--- config.mk ---
export PLATFORM = sky130hd
export DESIGN_NAME = nbx_exec_core
export DESIGN_NICKNAME = d
export VERILOG_FILES = /design/src/common/nbx_pkg.sv /design/src/core/nbx_exec_core.sv
export SDC_FILE = /design/constraint.sdc
export NUM_CORES = 1
export LEC_CHECK = 0
export BUFFER_PORTS_ARGS = -buffer_cell sky130_fd_sc_hd__buf_2
export CAP_MARGIN = 20
export CORE_AREA = 3 3 300 243
export DETAILED_ROUTE_END_ITERATION = 16
export DIE_AREA = 0 0 303 246
export MAX_ROUTING_LAYER = met4
export PLACE_DENSITY_LB_ADDON = 0.25
export SLEW_MARGIN = 15
export SYNTH_ARGS = -nofsm -noshare
export SYNTH_HDL_FRONTEND = slang
export SYNTH_SLANG_ARGS = --single-unit
export TNS_END_PERCENT = 50
--- constraint.sdc ---
create_clock -name core_clk_i -period 10.9 [get_ports core_clk_i]
set_clock_uncertainty 0.05 [all_clocks]
set_input_delay 0 -clock core_clk_i [delete_from_list [all_inputs] [get_ports core_clk_i]]
set_output_delay 0 -clock core_clk_i [all_outputs]
set_load 0.02 [all_outputs]
--- src/common/nbx_pkg.sv ---
package nbx_pkg;

  // register byte offsets on the avalon slave
  localparam logic [7:0] OFF_INSTR = 8'h00;
  localparam logic [7:0] OFF_CORE = 8'h04;
  localparam logic [7:0] OFF_PC = 8'h08;
  localparam logic [7:0] OFF_TIMER = 8'h0c;
  localparam logic [7:0] OFF_STATUS = 8'h10;
  localparam logic [7:0] OFF_GPR = 8'h80;

  // field positions
  localparam int CORE_CRY_BIT = 4;
  localparam int CORE_F_BIT = 5;
  localparam int CORE_PAGE_LSB = 8;
  localparam int CORE_SLOW_BIT = 12;
  localparam int INSTR_W1_LSB = 16;
  localparam int PC_PAGE_BIT = 10;
  localparam int PC_RAS_LSB = 16;
  localparam int PC_STK_BIT = 28;
  localparam int TMR_CNT_LSB = 16;
  localparam int TMR_STAT_BIT = 31;
  localparam int STAT_HALT_BIT = 0;
  localparam int STAT_IRST_BIT = 1;
  localparam int STAT_WAKE_LSB = 4;

  // reset values and counts
  localparam logic [9:0] PC_RST = 10'h000;
  localparam logic [9:0] TMR_RST = 10'h000;
  localparam logic [3:0] ACC_RST = 4'h0;
  localparam logic [7:0] TMR_DIV_FAST = 8'h40;
  localparam logic [7:0] TMR_DIV_SLOW = 8'h80;
  localparam logic [9:0] ALL_ONES_ACC = 10'h00f;

  // fixed opcodes
  localparam logic [9:0] OPC_NOP = 10'h000;
  localparam logic [9:0] OPC_HALT = 10'h051;
  localparam logic [9:0] OPC_STAT_IMM = 10'h071;
  localparam logic [9:0] OPC_CALL = 10'h0d2;
  localparam logic [9:0] OPC_RET = 10'h112;
  localparam logic [9:0] OPC_JMP0 = 10'h111;
  localparam logic [9:0] OPC_JMP1 = 10'h131;
  localparam logic [9:0] OPC_JCY0 = 10'h191;
  localparam logic [9:0] OPC_JCY1 = 10'h151;
  localparam logic [9:0] OPC_JNCY0 = 10'h1b1;
  localparam logic [9:0] OPC_JNCY1 = 10'h171;
  localparam logic [9:0] OPC_JFL0 = 10'h1d1;
  localparam logic [9:0] OPC_JFL1 = 10'h211;
  localparam logic [9:0] OPC_JNFL0 = 10'h1f1;
  localparam logic [9:0] OPC_JNFL1 = 10'h231;
  localparam logic [9:0] OPC_ONES = 10'h353;
  localparam logic [9:0] OPC_LDT10 = 10'h0df;
  localparam logic [9:0] OPC_LDTTBL = 10'h0ff;
  localparam logic [9:0] OPC_RDT0 = 10'h3df;
  localparam logic [9:0] OPC_RDT1 = 10'h3ff;
  localparam logic [9:0] OPC_WRT0 = 10'h09f;
  localparam logic [9:0] OPC_WRT1 = 10'h0bf;
  // pattern groups: opcode masked must equal base
  localparam logic [9:0] MSK_MOVRA = 10'h3d0;
  localparam logic [9:0] BAS_MOVRA = 10'h080;
  localparam logic [9:0] MSK_NIB = 10'h3f0;
  localparam logic [9:0] BAS_LDI8 = 10'h030;
  localparam logic [9:0] BAS_LDTBL = 10'h020;
  localparam logic [9:0] BAS_STATR = 10'h010;

  typedef enum logic [2:0] {
    ST_IDLE, ST_EXEC, ST_ROM, ST_CALL2, ST_ACK
  } nbx_state_t;

  typedef enum logic [4:0] {
    OP_NOP, OP_MOVRA, OP_LDI8, OP_LDTBL, OP_JMP, OP_JCY, OP_JNCY, OP_JFL,
    OP_JNFL, OP_CALL, OP_RET, OP_RDT, OP_WRT, OP_LDT10, OP_LDTTBL,
    OP_HALT, OP_STATR, OP_STATI, OP_ONES
  } nbx_op_t;

  // operand word a9 a7 a6 a5 a4 a8 a3..a0 to a9..a0
  function automatic logic [9:0] jaddr(input logic [9:0] w);
    return {w[9], w[4], w[8:5], w[3:0]};
  endfunction

  function automatic nbx_op_t decode(input logic [9:0] w);
    nbx_op_t op;
    op = OP_NOP;
    if ((w & MSK_MOVRA) == BAS_MOVRA) op = OP_MOVRA;
    else if ((w & MSK_NIB) == BAS_LDI8) op = OP_LDI8;
    else if ((w & MSK_NIB) == BAS_LDTBL && w[3:0] != 4'h0) op = OP_LDTBL;
    else if ((w & MSK_NIB) == BAS_STATR) op = OP_STATR;
    else if (w == OPC_JMP0 || w == OPC_JMP1) op = OP_JMP;
    else if (w == OPC_JCY0 || w == OPC_JCY1) op = OP_JCY;
    else if (w == OPC_JNCY0 || w == OPC_JNCY1) op = OP_JNCY;
    else if (w == OPC_JFL0 || w == OPC_JFL1) op = OP_JFL;
    else if (w == OPC_JNFL0 || w == OPC_JNFL1) op = OP_JNFL;
    else if (w == OPC_CALL) op = OP_CALL;
    else if (w == OPC_RET) op = OP_RET;
    else if (w == OPC_RDT0 || w == OPC_RDT1) op = OP_RDT;
    else if (w == OPC_WRT0 || w == OPC_WRT1) op = OP_WRT;
    else if (w == OPC_LDT10) op = OP_LDT10;
    else if (w == OPC_LDTTBL) op = OP_LDTTBL;
    else if (w == OPC_HALT) op = OP_HALT;
    else if (w == OPC_STAT_IMM) op = OP_STATI;
    else if (w == OPC_ONES) op = OP_ONES;
    return op;
  endfunction

endpackage

--- src/core/nbx_exec_core.sv ---
// Functional notes
// - accumulator to any register, one cycle
// - data8 high nibble high bank, low low
// - table read into pair one to F
// - 1K pages, page count per variant
// - jump loads all ten pc bits
// - operand word bits are scrambled order
// - carry jumps, else pc plus two
// - test flag jumps, else pc plus two
// - call: stack up, save, then jump
// - stack pointer carry on call resets
// - return restores pc, then stack down
// - stack pointer borrow on return resets
// - timer nibble read, carry cleared
// - timer nibble write clears bit 1 (high nibble) or bit 0 (low nibble)
// - immediate load fills all timer bits
// - interval is value plus one times divider
// - table timer load from rom word
// - standby entry with release conditions
// - status test sets flag on match
// - carry set only when accumulator all ones
//
// The implementer's own choices: the address map and the Avalon-MM slave port.
`timescale 1ns/100ps
module nbx_exec_core #(
  parameter int NUM_PAGES = 2,
  parameter int STK_W = 1
) (
  input wire logic core_clk_i,
  input wire logic nrst_i,
  input wire logic [7:0] avs_address_i,
  input wire logic avs_read_i,
  input wire logic avs_write_i,
  input wire logic [31:0] avs_writedata_i,
  input wire logic [3:0] avs_byteenable_i,
  output logic [31:0] avs_readdata_o,
  output logic avs_waitrequest_o,
  output logic [10:0] rom_addr_o,
  output logic rom_rd_o,
  input wire logic [9:0] rom_data_i,
  input wire logic select_input_a_i,
  input wire logic select_input_b_i,
  input wire logic key_io_status_i,
  input wire logic key_input_status_i,
  output logic standby_o,
  output logic [3:0] wake_cond_o,
  output logic int_reset_o
);

  nbx_pkg::nbx_state_t state_reg;
  nbx_pkg::nbx_op_t op;
  logic [9:0] instr0_reg;
  logic [9:0] instr1_reg;
  logic [31:0] rdata_reg;
  logic [3:0] acc_reg;
  logic carry_flag_reg;
  logic test_flag_reg;
  logic [9:0] pc_reg;
  logic page_reg;
  logic [STK_W-1:0] stack_pointer_reg;
  logic [10:0] return_address_holder_reg;
  logic standby_reg;
  logic [3:0] wake_reg;
  logic irst_evt_reg;
  logic int_reset_reg;
  logic [2:0] rom_page_select_reg;
  logic slow_reg;
  logic [3:0] gpr_reg [32];
  logic [9:0] tmr_reg;
  logic [9:0] cnt_reg;
  logic [7:0] pre_reg;
  logic tmr_stat_reg;
  logic [3:0] sync1_reg;
  logic [3:0] sync2_reg;
  logic [10:0] rom_addr_reg;
  logic rom_rd_reg;
  logic [3:0] st_vec;
  logic [9:0] tgt;
  logic tgt_page;
  logic two_word;
  logic [9:0] pc_seq;
  logic [STK_W:0] stk_inc;
  logic [STK_W:0] stk_dec;
  logic stk_ovf;
  logic stk_unf;
  logic [3:0] nib;
  logic [4:0] gidx;
  logic bus_hit_gpr;
  logic bus_wr;
  logic [31:0] bmask;
  logic [31:0] rd_mux;
  logic [31:0] wv;
  logic tmr_load;
  logic [9:0] tmr_load_val;
  logic tick;
  logic [7:0] div;

  // two-flop synchronisers for the status pins
  always_ff @(posedge core_clk_i or negedge nrst_i) begin
    if (!nrst_i) begin
      sync1_reg <= 4'h0;
      sync2_reg <= 4'h0;
    end else begin
      sync1_reg <= {key_input_status_i, key_io_status_i,
                    select_input_b_i, select_input_a_i};
      sync2_reg <= sync1_reg;
    end
  end

  // status vector: a, b, any key, timer
  assign st_vec = {tmr_stat_reg, sync2_reg[3] | sync2_reg[2],
                   sync2_reg[1], sync2_reg[0]};

  // instruction decode and sequencing terms
  assign op = nbx_pkg::decode(instr0_reg);
  assign tgt = nbx_pkg::jaddr(instr1_reg);
  assign nib = instr0_reg[3:0];
  assign stk_inc = {1'b0, stack_pointer_reg} + (STK_W+1)'(1);
  assign stk_dec = {1'b0, stack_pointer_reg} - (STK_W+1)'(1);
  assign stk_ovf = stk_inc[STK_W];
  assign stk_unf = stk_dec[STK_W];
  assign pc_seq = pc_reg + (two_word ? 10'h002 : 10'h001);

  // page of a jump target, clipped to the fitted rom
  always_comb begin
    tgt_page = 1'b0;
    if (NUM_PAGES > 1) begin
      tgt_page = (instr0_reg == nbx_pkg::OPC_JMP1) ||
                 (instr0_reg == nbx_pkg::OPC_JCY1) ||
                 (instr0_reg == nbx_pkg::OPC_JNCY1) ||
                 (instr0_reg == nbx_pkg::OPC_JFL1) ||
                 (instr0_reg == nbx_pkg::OPC_JNFL1);
    end
  end

  // instructions that carry a second word
  always_comb begin
    case (op)
      nbx_pkg::OP_LDI8, nbx_pkg::OP_JMP, nbx_pkg::OP_JCY,
      nbx_pkg::OP_JNCY, nbx_pkg::OP_JFL, nbx_pkg::OP_JNFL,
      nbx_pkg::OP_CALL, nbx_pkg::OP_LDT10, nbx_pkg::OP_HALT,
      nbx_pkg::OP_STATI: two_word = 1'b1;
      default: two_word = 1'b0;
    endcase
  end

  // bus decode, byte lane merge and read mux
  assign bus_hit_gpr = avs_address_i[7];
  assign gidx = avs_address_i[6:2];
  assign bus_wr = (state_reg == nbx_pkg::ST_ACK) && avs_write_i;
  assign bmask = {{8{avs_byteenable_i[3]}}, {8{avs_byteenable_i[2]}},
                  {8{avs_byteenable_i[1]}}, {8{avs_byteenable_i[0]}}};
  assign wv = (rd_mux & ~bmask) | (avs_writedata_i & bmask);

  always_comb begin
    rd_mux = 32'h0;
    if (bus_hit_gpr) begin
      rd_mux[3:0] = gpr_reg[gidx];
    end else begin
      case (avs_address_i)
        nbx_pkg::OFF_INSTR: begin
          rd_mux[9:0] = instr0_reg;
          rd_mux[nbx_pkg::INSTR_W1_LSB +: 10] = instr1_reg;
        end
        nbx_pkg::OFF_CORE: begin
          rd_mux[3:0] = acc_reg;
          rd_mux[nbx_pkg::CORE_CRY_BIT] = carry_flag_reg;
          rd_mux[nbx_pkg::CORE_F_BIT] = test_flag_reg;
          rd_mux[nbx_pkg::CORE_PAGE_LSB +: 3] = rom_page_select_reg;
          rd_mux[nbx_pkg::CORE_SLOW_BIT] = slow_reg;
        end
        nbx_pkg::OFF_PC: begin
          rd_mux[9:0] = pc_reg;
          rd_mux[nbx_pkg::PC_PAGE_BIT] = page_reg;
          rd_mux[nbx_pkg::PC_RAS_LSB +: 11] = return_address_holder_reg;
          rd_mux[nbx_pkg::PC_STK_BIT +: STK_W] = stack_pointer_reg;
        end
        nbx_pkg::OFF_TIMER: begin
          rd_mux[9:0] = tmr_reg;
          rd_mux[nbx_pkg::TMR_CNT_LSB +: 10] = cnt_reg;
          rd_mux[nbx_pkg::TMR_STAT_BIT] = tmr_stat_reg;
        end
        nbx_pkg::OFF_STATUS: begin
          rd_mux[nbx_pkg::STAT_HALT_BIT] = standby_reg;
          rd_mux[nbx_pkg::STAT_IRST_BIT] = irst_evt_reg;
          rd_mux[nbx_pkg::STAT_WAKE_LSB +: 4] = wake_reg;
        end
        default: rd_mux = 32'h0;
      endcase
    end
  end

  // sequencer: bus handshake and instruction steps
  always_ff @(posedge core_clk_i or negedge nrst_i) begin
    if (!nrst_i) begin
      state_reg <= nbx_pkg::ST_IDLE;
      instr0_reg <= nbx_pkg::OPC_NOP;
      instr1_reg <= nbx_pkg::OPC_NOP;
      rdata_reg <= 32'h0;
    end else begin
      case (state_reg)
        nbx_pkg::ST_IDLE: begin
          if (avs_write_i && !bus_hit_gpr &&
              avs_address_i == nbx_pkg::OFF_INSTR && !standby_reg) begin
            instr0_reg <= avs_writedata_i[9:0];
            instr1_reg <= avs_writedata_i[nbx_pkg::INSTR_W1_LSB +: 10];
            state_reg <= nbx_pkg::ST_EXEC;
          end else if (avs_read_i || avs_write_i) begin
            rdata_reg <= rd_mux;
            state_reg <= nbx_pkg::ST_ACK;
          end
        end
        nbx_pkg::ST_EXEC: begin
          if (op == nbx_pkg::OP_LDTBL || op == nbx_pkg::OP_LDTTBL)
            state_reg <= nbx_pkg::ST_ROM;
          else if (op == nbx_pkg::OP_CALL && !stk_ovf)
            state_reg <= nbx_pkg::ST_CALL2;
          else
            state_reg <= nbx_pkg::ST_ACK;
        end
        nbx_pkg::ST_ROM: state_reg <= nbx_pkg::ST_ACK;
        nbx_pkg::ST_CALL2: state_reg <= nbx_pkg::ST_ACK;
        nbx_pkg::ST_ACK: state_reg <= nbx_pkg::ST_IDLE;
        default: state_reg <= nbx_pkg::ST_IDLE;
      endcase
    end
  end

  assign avs_waitrequest_o = (state_reg != nbx_pkg::ST_ACK);
  assign avs_readdata_o = rdata_reg;

  // table address: page select on top, pair zero below
  always_ff @(posedge core_clk_i or negedge nrst_i) begin
    if (!nrst_i) begin
      rom_addr_reg <= 11'h000;
      rom_rd_reg <= 1'b0;
    end else begin
      rom_rd_reg <= 1'b0;
      if (state_reg == nbx_pkg::ST_EXEC &&
          (op == nbx_pkg::OP_LDTBL || op == nbx_pkg::OP_LDTTBL)) begin
        rom_addr_reg <= {rom_page_select_reg, gpr_reg[16],
                         gpr_reg[0]};
        rom_rd_reg <= 1'b1;
      end
    end
  end

  assign rom_addr_o = rom_addr_reg;
  assign rom_rd_o = rom_rd_reg;

  // cpu state: accumulator, flags, pc, stack, standby
  always_ff @(posedge core_clk_i or negedge nrst_i) begin
    if (!nrst_i) begin
      acc_reg <= nbx_pkg::ACC_RST;
      carry_flag_reg <= 1'b0;
      test_flag_reg <= 1'b0;
      pc_reg <= nbx_pkg::PC_RST;
      page_reg <= 1'b0;
      stack_pointer_reg <= '0;
      return_address_holder_reg <= 11'h000;
      standby_reg <= 1'b0;
      wake_reg <= 4'h0;
      irst_evt_reg <= 1'b0;
      int_reset_reg <= 1'b0;
      rom_page_select_reg <= 3'h0;
      slow_reg <= 1'b0;
    end else begin
      int_reset_reg <= 1'b0;
      if (state_reg == nbx_pkg::ST_EXEC) begin
        pc_reg <= pc_seq;
        case (op)
          nbx_pkg::OP_JMP: begin
            pc_reg <= tgt;
            page_reg <= tgt_page;
          end
          nbx_pkg::OP_JCY: if (carry_flag_reg) begin
            pc_reg <= tgt;
            page_reg <= tgt_page;
          end
          nbx_pkg::OP_JNCY: if (!carry_flag_reg) begin
            pc_reg <= tgt;
            page_reg <= tgt_page;
          end
          nbx_pkg::OP_JFL: if (test_flag_reg) begin
            pc_reg <= tgt;
            page_reg <= tgt_page;
          end
          nbx_pkg::OP_JNFL: if (!test_flag_reg) begin
            pc_reg <= tgt;
            page_reg <= tgt_page;
          end
          nbx_pkg::OP_CALL: begin
            stack_pointer_reg <= stk_inc[STK_W-1:0];
            return_address_holder_reg <= {page_reg, pc_seq};
            if (stk_ovf) begin
              pc_reg <= nbx_pkg::PC_RST;
              page_reg <= 1'b0;
              stack_pointer_reg <= '0;
              int_reset_reg <= 1'b1;
            end
          end
          nbx_pkg::OP_RET: begin
            pc_reg <= return_address_holder_reg[9:0];
            page_reg <= return_address_holder_reg[10];
            stack_pointer_reg <= stk_dec[STK_W-1:0];
            if (stk_unf) begin
              pc_reg <= nbx_pkg::PC_RST;
              page_reg <= 1'b0;
              stack_pointer_reg <= '0;
              int_reset_reg <= 1'b1;
            end
          end
          nbx_pkg::OP_RDT: begin
            acc_reg <= instr0_reg[5] ? tmr_reg[9:6] : tmr_reg[5:2];
            carry_flag_reg <= 1'b0;
          end
          nbx_pkg::OP_HALT: begin
            standby_reg <= 1'b1;
            wake_reg <= instr1_reg[3:0];
          end
          nbx_pkg::OP_STATR: test_flag_reg <= |(st_vec & gpr_reg[nib]);
          nbx_pkg::OP_STATI:
            test_flag_reg <= |(st_vec & instr1_reg[3:0]);
          nbx_pkg::OP_ONES:
            carry_flag_reg <= ({6'h00, acc_reg} == nbx_pkg::ALL_ONES_ACC);
          default: ;
        endcase
      end else if (state_reg == nbx_pkg::ST_CALL2) begin
        pc_reg <= tgt;
        page_reg <= tgt_page;
      end else if (bus_wr && !bus_hit_gpr) begin
        if (avs_address_i == nbx_pkg::OFF_CORE) begin
          acc_reg <= wv[3:0];
          carry_flag_reg <= wv[nbx_pkg::CORE_CRY_BIT];
          test_flag_reg <= wv[nbx_pkg::CORE_F_BIT];
          rom_page_select_reg <= wv[nbx_pkg::CORE_PAGE_LSB +: 3];
          slow_reg <= wv[nbx_pkg::CORE_SLOW_BIT];
        end
        if (avs_address_i == nbx_pkg::OFF_STATUS &&
            wv[nbx_pkg::STAT_HALT_BIT] && avs_byteenable_i[0])
          standby_reg <= 1'b0;
      end
      // sticky internal reset event, set wins over clear
      if (state_reg == nbx_pkg::ST_EXEC &&
          ((op == nbx_pkg::OP_CALL && stk_ovf) ||
           (op == nbx_pkg::OP_RET && stk_unf)))
        irst_evt_reg <= 1'b1;
      else if (bus_wr && !bus_hit_gpr &&
               avs_address_i == nbx_pkg::OFF_STATUS &&
               avs_byteenable_i[0] && avs_writedata_i[nbx_pkg::STAT_IRST_BIT])
        irst_evt_reg <= 1'b0;
    end
  end

  assign standby_o = standby_reg;
  assign wake_cond_o = wake_reg;
  assign int_reset_o = int_reset_reg;

  // general registers: two banks of sixteen nibbles
  always_ff @(posedge core_clk_i or negedge nrst_i) begin
    if (!nrst_i) begin
      for (int i = 0; i < 32; i++) gpr_reg[i] <= 4'h0;
    end else begin
      if (state_reg == nbx_pkg::ST_EXEC && op == nbx_pkg::OP_MOVRA) begin
        gpr_reg[{instr0_reg[5], nib}] <= acc_reg;
      end else if (state_reg == nbx_pkg::ST_EXEC &&
                   op == nbx_pkg::OP_LDI8) begin
        gpr_reg[{1'b1, nib}] <= instr1_reg[7:4];
        gpr_reg[{1'b0, nib}] <= instr1_reg[3:0];
      end else if (state_reg == nbx_pkg::ST_ROM &&
                   op == nbx_pkg::OP_LDTBL) begin
        gpr_reg[{1'b1, nib}] <= rom_data_i[7:4];
        gpr_reg[{1'b0, nib}] <= rom_data_i[3:0];
      end else if (bus_wr && bus_hit_gpr) begin
        gpr_reg[gidx] <= wv[3:0];
      end
    end
  end

  // timer loads from accumulator, immediate or table
  always_comb begin
    tmr_load = 1'b0;
    tmr_load_val = tmr_reg;
    if (state_reg == nbx_pkg::ST_EXEC && op == nbx_pkg::OP_WRT) begin
      tmr_load = 1'b1;
      if (instr0_reg[5])
        tmr_load_val = {acc_reg, tmr_reg[5:2], 1'b0, tmr_reg[0]};
      else
        tmr_load_val = {tmr_reg[9:6], acc_reg, tmr_reg[1], 1'b0};
    end else if (state_reg == nbx_pkg::ST_EXEC &&
                 op == nbx_pkg::OP_LDT10) begin
      tmr_load = 1'b1;
      tmr_load_val = instr1_reg;
    end else if (state_reg == nbx_pkg::ST_ROM &&
                 op == nbx_pkg::OP_LDTTBL) begin
      tmr_load = 1'b1;
      tmr_load_val = rom_data_i;
    end
  end

  // interval = (value + 1) x 64 or 128 clocks
  assign div = slow_reg ? nbx_pkg::TMR_DIV_SLOW : nbx_pkg::TMR_DIV_FAST;
  assign tick = (pre_reg == div - 8'h01);

  always_ff @(posedge core_clk_i or negedge nrst_i) begin
    if (!nrst_i) begin
      tmr_reg <= nbx_pkg::TMR_RST;
      cnt_reg <= nbx_pkg::TMR_RST;
      pre_reg <= 8'h00;
      tmr_stat_reg <= 1'b0;
    end else if (tmr_load) begin
      tmr_reg <= tmr_load_val;
      cnt_reg <= tmr_load_val;
      pre_reg <= 8'h00;
      tmr_stat_reg <= 1'b0;
    end else begin
      pre_reg <= tick ? 8'h00 : pre_reg + 8'h01;
      if (tick) begin
        if (cnt_reg == 10'h000) begin
          cnt_reg <= tmr_reg;
          tmr_stat_reg <= 1'b1;
        end else begin
          cnt_reg <= cnt_reg - 10'h001;
        end
      end
    end
  end

endmodule // nbx_exec_core

==> results.md, run 1 <==
* Status: finished clean
* Final Cycle Share at 56.2%
* Fmax at 163 MHz
* Top cell type by total area after synthesis: dfrtp_1
* Cell leakage power at 8.66 nW
* Drt wl/cell at 26.9 µm
* CP Max Fanout at 36
* Clock power frac at 50.0%
* Die W at 303 µm
* Peak supply drop at 0.0999 mV
* Synth cell types at 100
* Int Power at 1.77 mW
* TNS Setup at 0 ps
* CP arrival at 6510 ps
* Reg power frac at 42.2%
* Slowest-stage cell, CP: nor3b_1
* Worst path bufs/invs at 1
* Die area at 74,500 µm²
* P_sw at 0.618 mW
* Logic pwr share at 7.8%
* Vias at 15.1k
* Drt initial violations at 1,618
* Number of flip-flops in the largest register at 128
* Crit path launch: instr0_reg[0]$_DFFE_PN0P_
* Routability Congestion at 0.955
* Ys async rst share at 100%
* Port buffer count at 93
* Critical path depth at 17
* Layout Nets at 1,820
* Gr ovfl total at 0
* Htree depth at 2
* RSZ-0062 raised after global routing: false
* Final Hold Fails at 0
* Initial Util at 24.8%
* CP Data Required Time at 11,290 ps
* CTS tree: yes
* Multi-input combinational cell area at 10,100 µm²
* Critical R2R Launch: instr0_reg[0]$_DFFE_PN0P_
* Vias in the first global route at 14.7k
* Total Routing Usage GR at 19.8%
* Seq/Total Area, Yosys at 38.1%
* Critical path's top delay family: simple AND/OR/NAND/NOR gates
* Maximum capacitance violations at 0
* Clock tree buffer depth at 3
* Final Power at 2.38 mW
* Die span in y at 246 µm
* Number of synthesized register bits at 265
* Core box area at 70,200 µm²
* CP peak stage delay at 830 ps
* Post-synth EDFFs at 0
* Gate Count Post-Synth at 1,671
* Slew margin rel. at 22.8%
* Synth Warn # at 0
* Final setup viols at 0
* Pre-antenna DRT Iters at 5
* TritonCTS buffer count at 35
* CTS sink count at 265
* First-pass GRT wire length at 106,000 µm
* Crit-path cells: buf_4 -> nand4_1 -> nor3b_1 -> nor3_1 -> and3_1 -> a211oi_1 -> o41ai_1 -> nand2_1 -> ha_1 -> a21oi_1 -> nor4b_1 -> xnor2_1 -> a31oi_1 -> a2111oi_0 -> a21oi_1 -> o21ai_0 -> nand2_1
* I/O pins at 113
* Mapped Area at 17,400 µm²
* Synth cell count leaders: 265 x dfrtp_1, 131 x nor2_1, 129 x nand2_1
* R2R setup slack at 4780 ps
* Capture point of the worst reg-to-reg path: pc_reg[9]$_DFFE_PN0N_
* Pre-CTS setup slack at 5010 ps
* WHS at 19.7 ps
* Share of layout cells above drive strength 1 at 24.7%
* Critical Path End Type: flip-flop
* Vias per std cell at 5.58
* Area contributors post-synth: dfrtp_1 38%, mux2_2 7.1%, mux2i_1 5.8%
* Tmin final at 6120 ps
* Clock-pin slew of the registers on the worst-case setup and hold paths at 60 ps
* Final slew viol count at 0
* DP HPWL at 51,500 µm
* Crit path to: pc_reg[9]$_DFFE_PN0N_
* Pin count of the biggest net entering global routing at 123
* Register area at 6630 µm²
* CP startpoint kind: flip-flop
* Detailed Route WL at 72,800 µm
* CTS Root Cell: clkbuf_16
* WS Path Type: flip-flop to flip-flop
* Filler cells at 7,346
* Initial antenna violation count at 1
* Class of the worst hold path: input port to flip-flop
* Switching part of the total at 25.9%
* Layout area overhead at 16.7%
* Power per Cell Area at 117 nW/µm²
* Drt drc at 0
* Antenna Nets Post-Route at 0
* Syn Area/Cell at 10.4 µm²
* Top-count cell post-synth: dfrtp_1
* Synth top area share at 38.1%
* Worst-margin pin slew at 1160 ps
* Worst skew pair latency at 560 ps
* Std-Cell Rows at 87
* Top_reg_cell synth: dfrtp_1
* Reg2Reg Depth at 17
* Worst setup slack after layout at 4780 ps
==> power groups by stage <==
| stage | Clock (mW) | Combinational (mW) | Sequential [mW] |
|---|---|---|---|
| finish | 1.19 | 0.186 | 1.01 |
| global route | 1.26 | 0.199 | 1.01 |
| CTS | 1.22 | 0.186 | 1.00 |
| detailed placement | 0 | 0.171 | 1.02 |
| global placement | 0 | 0.171 | 1.02 |
| floorplan | 0 | 0.0939 | 1.02 |
==> what timing repair did <==
action	4_1_cts	5_1_grt
setup endpoints to repair	0	0
setup buffers	0	0
endpoints found under the hold margin	172	0
gates resized for setup	0	0
hold buffers	45	0
==> metrics by stage <==
step | instance area (µm²) | cells | util [%]
3_3_place_gp | 18700 | 2604 | 26.6
4_1_cts | 20300 | 2709 | 28.9
6_report | 20300 | 2711 | 28.9
5_1_grt | 20300 | 2710 | 28.9
3_5_place_dp | 18700 | 2604 | 26.6
2_1_floorplan | 17400 | 1677 | -
==> layer usage <==
metal  part of all wire [%]  wire length [µm]  vias to the layer above  track usage, %
met5                      0                 0                        -               -
met4                    2.0              1460                        0            5.15
met3                     10              7250                       90            4.30
met2                     40             28900                      753            25.9
met1                     48             35200                     7745            30.1
li1                       -                 -                     6543               -
==> worst reg2reg max path, delay by kind of cell, from the launching register on <==
kind	cells	cell delay [ps]
and+or+nand+nor	7	3300
AOI/OAI and AO/OA	7	1410
buffers and inverters	1	510
DFF	1	340
xor gates and xnor gates	1	240
adders and majority gates	1	150
==> area by class of cell <==
cell class	instances	share of cell area (%)
sequential	265	32.7
antenna	1	0.0123
inverter	17	0.314
clock inverter	11	0.604
timing repair buffer	171	5.78
tap	934	5.75
clock buffer	49	5.17
multi-input combinational	1263	49.7
==> placed cells by master, fill, tap and decap left out, types with 31 or more instances in the layout <==
master / instances
mux2_4: 40
o21ai_0: 57
a22o_1: 107
clkbuf_16: 36
dfrtp_1: 263
nor2_1: 131
mux2_2: 109
nand2_1: 129
buf_4: 33
o22ai_1: 37
nor3_1: 31
dlygate4sd3_1: 45
buf_2: 92
a21oi_1: 50
nand3_1: 37
mux2i_1: 100
==> how the worst min path moves through the flow <==
stage / startpoint / to / slack [ps] / cells after the start
finish: avs_write_i / instr0_reg[1]$_DFFE_PN0P_ / 20 / 3
global placement: select_input_a_i / sync1_reg[0]$_DFF_PN0_ / 60 / 1
floorplan: nrst_i / acc_reg[0]$_DFFE_PN0P_ / -350 / 0
CTS: rom_data_i[3] / tmr_reg[3]$_DFFE_PN0N_ / 10 / 4
global route: avs_write_i / instr0_reg[1]$_DFFE_PN0P_ / 40 / 3
detailed placement: select_input_b_i / sync1_reg[1]$_DFF_PN0_ / 60 / 1
==> kinds of logic (layout without fill, tap and decap cells) <==
kind of cell / after synthesis / after routing / share of synthesized area [%]
AOI/OAI and AO/OA: 452 / 452 / 20.5
adders and majority gates: 5 / 5 / 0.403
and+or+nand+nor: 484 / 484 / 14.6
buffers and inverters: 149 / 248 / 4.29
other: 1 / 8 / 0.0215
DFF: 265 / 265 / 38.1
xor gates and xnor gates: 23 / 23 / 1.31
muxes: 292 / 292 / 20.8
(Power assumes the default switching activity.)
==> inputs of run 2 (changes only) <==
Settings changed: ABC_AREA set to 1, CORE_AREA 3 3 300 243 to 3 3 321 260, DIE_AREA 0 0 303 246 to 0 0 324 263.
Clock period 10.9 ns to 5.4 ns, I/O delays scaled along.
==> run 2 against run 1 <==
  * Utilization increased by 0.23 points
  * Synthesized cell count up 87%
  * Sequential share of layout area is 4.3 points lower
  * Critical endpoint is now pc_reg[8]$_DFFE_PN0N_
  * Power increased by 120%
  * Combinational power increased to 3.9 times the previous value
  * Die area up 14%
  * Non-clock buffer count is 47 higher
  * Critical path type unchanged
  * Final cell count grew 59%
  * First-iteration DRC count up 96%
==> results.md, run 2 <==
* Number of flip-flops in the largest register at 128
* Top-count cell post-synth: nand2_1
* Final Hold Fails at 0
* Std-Cell Rows at 93
* Capture point of the worst reg-to-reg path: pc_reg[8]$_DFFE_PN0N_
* CP Data Required Time at 5790 ps
* Reg2Reg Depth at 26
* RSZ-0062 raised after global routing: false
* Cell leakage power at 11.2 nW
* Synth cell count leaders: 1,073 x nand2_1, 358 x nor2_1, 265 x dfrtp_1
* Drt drc at 0
* Die W at 324 µm
* Worst skew pair latency at 570 ps
* Number of synthesized register bits at 265
* WS Path Type: flip-flop to flip-flop
* Gate Count Post-Synth at 3,130
* Final Power at 5.28 mW
* Min-delay src: select_input_a_i
* Slew margin rel. at 15.5%
* Top cell type by total area after synthesis: dfrtp_1
* I/O pins at 113
* Vias at 23.2k
* Total Routing Usage GR at 23.7%
* Routability Congestion at 1.00
* Multi-input combinational cell area at 11,600 µm²
* CP Max Fanout at 10
* WHS at 32.8 ps
* Htree depth at 2
* Clock tree buffer depth at 3
* Post-synth EDFFs at 0
* Pin count of the biggest net entering global routing at 139
* Vias in the first global route at 21.3k
* Die span in y at 263 µm
* Final Cycle Share at 87.4%
* Syn Area/Cell at 6.39 µm²
* Worst setup slack after layout at 679 ps
* Peak supply drop at 0.151 mV
* Power per Cell Area at 225 nW/µm²
* Initial Util at 24.9%
* Top_reg_cell synth: dfrtp_1
* Gr ovfl total at 0
* Status: finished clean
* Maximum capacitance violations at 0
* First-pass GRT wire length at 147,000 µm
* Synth cell types at 56
* Mapped Area at 20,000 µm²
* Clock-pin slew of the registers on the worst-case setup and hold paths at 60 ps
* Final setup viols at 0
* Worst-margin pin slew at 1260 ps
* Share of layout cells above drive strength 1 at 10.3%
* Area contributors post-synth: dfrtp_1 33%, nand2_1 20%, nor2_1 6.7%
* Most frequent cells in the layout: 1,073 x nand2_1, 358 x nor2_1, 265 x dfrtp_1, 255 x inv_1, 168 x nand3_1
* CTS sink count at 265
* CP startpoint kind: flip-flop
* Pre-CTS setup slack at 825 ps
* Die area at 85,200 µm²
* Worst Hold End: sync1_reg[0]$_DFF_PN0_
* Class of the worst hold path: input port to flip-flop
* Post-CTS setup buffers at 0
* Drt wl/cell at 23.3 µm
* Critical Path End Type: flip-flop
* Depth of the worst hold-timing path at 2
* Detailed Route WL at 101,000 µm
* Tmin final at 4720 ps
* DP HPWL at 74,500 µm
* Antenna Nets Post-Route at 0
* Pre-antenna DRT Iters at 7
* Filler cells at 8,928
* Synth Warn # at 0
* Vias per std cell at 5.38
* Layout area overhead at 17.0%
* Core box area at 80,300 µm²
* Seq/Total Area, Yosys at 33.1%
* Final slew viol count at 0
* Drt initial violations at 3,167
* Layout Nets at 3,310
* Initial antenna violation count at 4
* Ys async rst share at 100%
* Synth top area share at 33.1%
* TNS Setup at 0 ps
* CTS tree: yes
* Commonest non-fill, non-tap cell in the layout: nand2_1
* Register area at 6630 µm²
* CTS Root Cell: clkbuf_16
* CP arrival at 5110 ps
* TritonCTS buffer count at 35
* R2R setup slack at 680 ps
* Port buffer count at 93
* Critical R2R Launch: instr0_reg[2]$_DFFE_PN0P_
* Fmax at 212 MHz
## run 2: final cells by class
class                   count  share of cell area, %
repair buffers            218                   6.84
multi-input cells        2431                   49.6
clock buffers              47                   4.29
inverters                 292                   4.70
well taps                1045                   5.58
flip-flops and latches    265                   28.3
clock inverters            15                  0.604
diodes                      3                 0.0321
## run 2: kinds of logic after synthesis
kind of cell / after synthesis / share of synthesized area (%)
adder cells (fa/ha/maj): 5 / 0.350
other: 1 / 0.0187
flip-flops: 265 / 33.1
XOR/XNOR: 9 / 0.394
buffers and inverters: 440 / 8.96
AO/OA/AOI/OAI: 588 / 17.9
AND/OR/NAND/NOR: 1822 / 39.2
## run 2: through the flow
step,cell area [µm²],instances,utilization (%)
after floorplan,20000,3136,-
after global placement,21800,4202,27.1
after detailed placement,21800,4202,27.1
after CTS,23400,4311,29.1
after global routing,23400,4315,29.2
final,23400,4316,29.2
## run 2: metal layers
| metal | part of all wire (%) | global-route usage (%) | vias up |
|---|---|---|---|
| li1 | - | - | 10604 |
| met1 | 46 | 35.3 | 11002 |
| met2 | 39 | 31.1 | 1421 |
| met3 | 12 | 5.31 | 209 |
| met4 | 3.4 | 7.28 | 0 |
| met5 | 0 | - | - |
## run 2: power breakdown
| group | internal (mW) | leakage (nW) | switching [mW] |
|---|---|---|---|
| registers | 2.08 | 3.40 | 0.0814 |
| logic | 0.208 | 7.24 | 0.512 |
| clock network | 1.40 | 0.564 | 0.997 |
| total | 3.69 | 11.2 | 1.59 |
## run 2: timing repair
action / in CTS / in global routing
setup endpoints to repair: 0 / 0
gates resized for setup: 0 / 0
endpoints found under the hold margin: 141 / 0
hold buffers: 47 / 0
## run 2: worst max-delay path: stages, from the launching register on
cell      delay, ps
dfrtp_1         420
inv_1           130
nand2_2         210
nor2_8          280
nand2_2         150
o21ai_1         280
nor2_1           90
nand4_1         160
nor2_1           80
nor2_1           90
nor3_1           50
a21oi_1         350
ha_1            260
inv_1            60
fa_1            440
inv_1           100
nand4_1         140
nor2_1          170
nand2_1          80
xor2_1          380
nand2_1         110
o211ai_1        100
o21ai_0         110
nor2_1          130
nand2_1          70
nand2_1          50
nand3_1          60
## run 2: worst max path at each step
stage | from | to | slack (ps)
after floorplan | instr0_reg[1]$_DFFE_PN0P_ | pc_reg[8]$_DFFE_PN0N_ | 1550
after global routing | instr0_reg[0]$_DFFE_PN0P_ | pc_reg[8]$_DFFE_PN0N_ | 150
final | instr0_reg[2]$_DFFE_PN0P_ | pc_reg[8]$_DFFE_PN0N_ | 680
after detailed placement | instr0_reg[0]$_DFFE_PN0P_ | pc_reg[8]$_DFFE_PN0N_ | 830
after CTS | instr0_reg[0]$_DFFE_PN0P_ | pc_reg[8]$_DFFE_PN0N_ | 800
after global placement | instr0_reg[3]$_DFFE_PN0P_ | pc_reg[8]$_DFFE_PN0N_ | 900
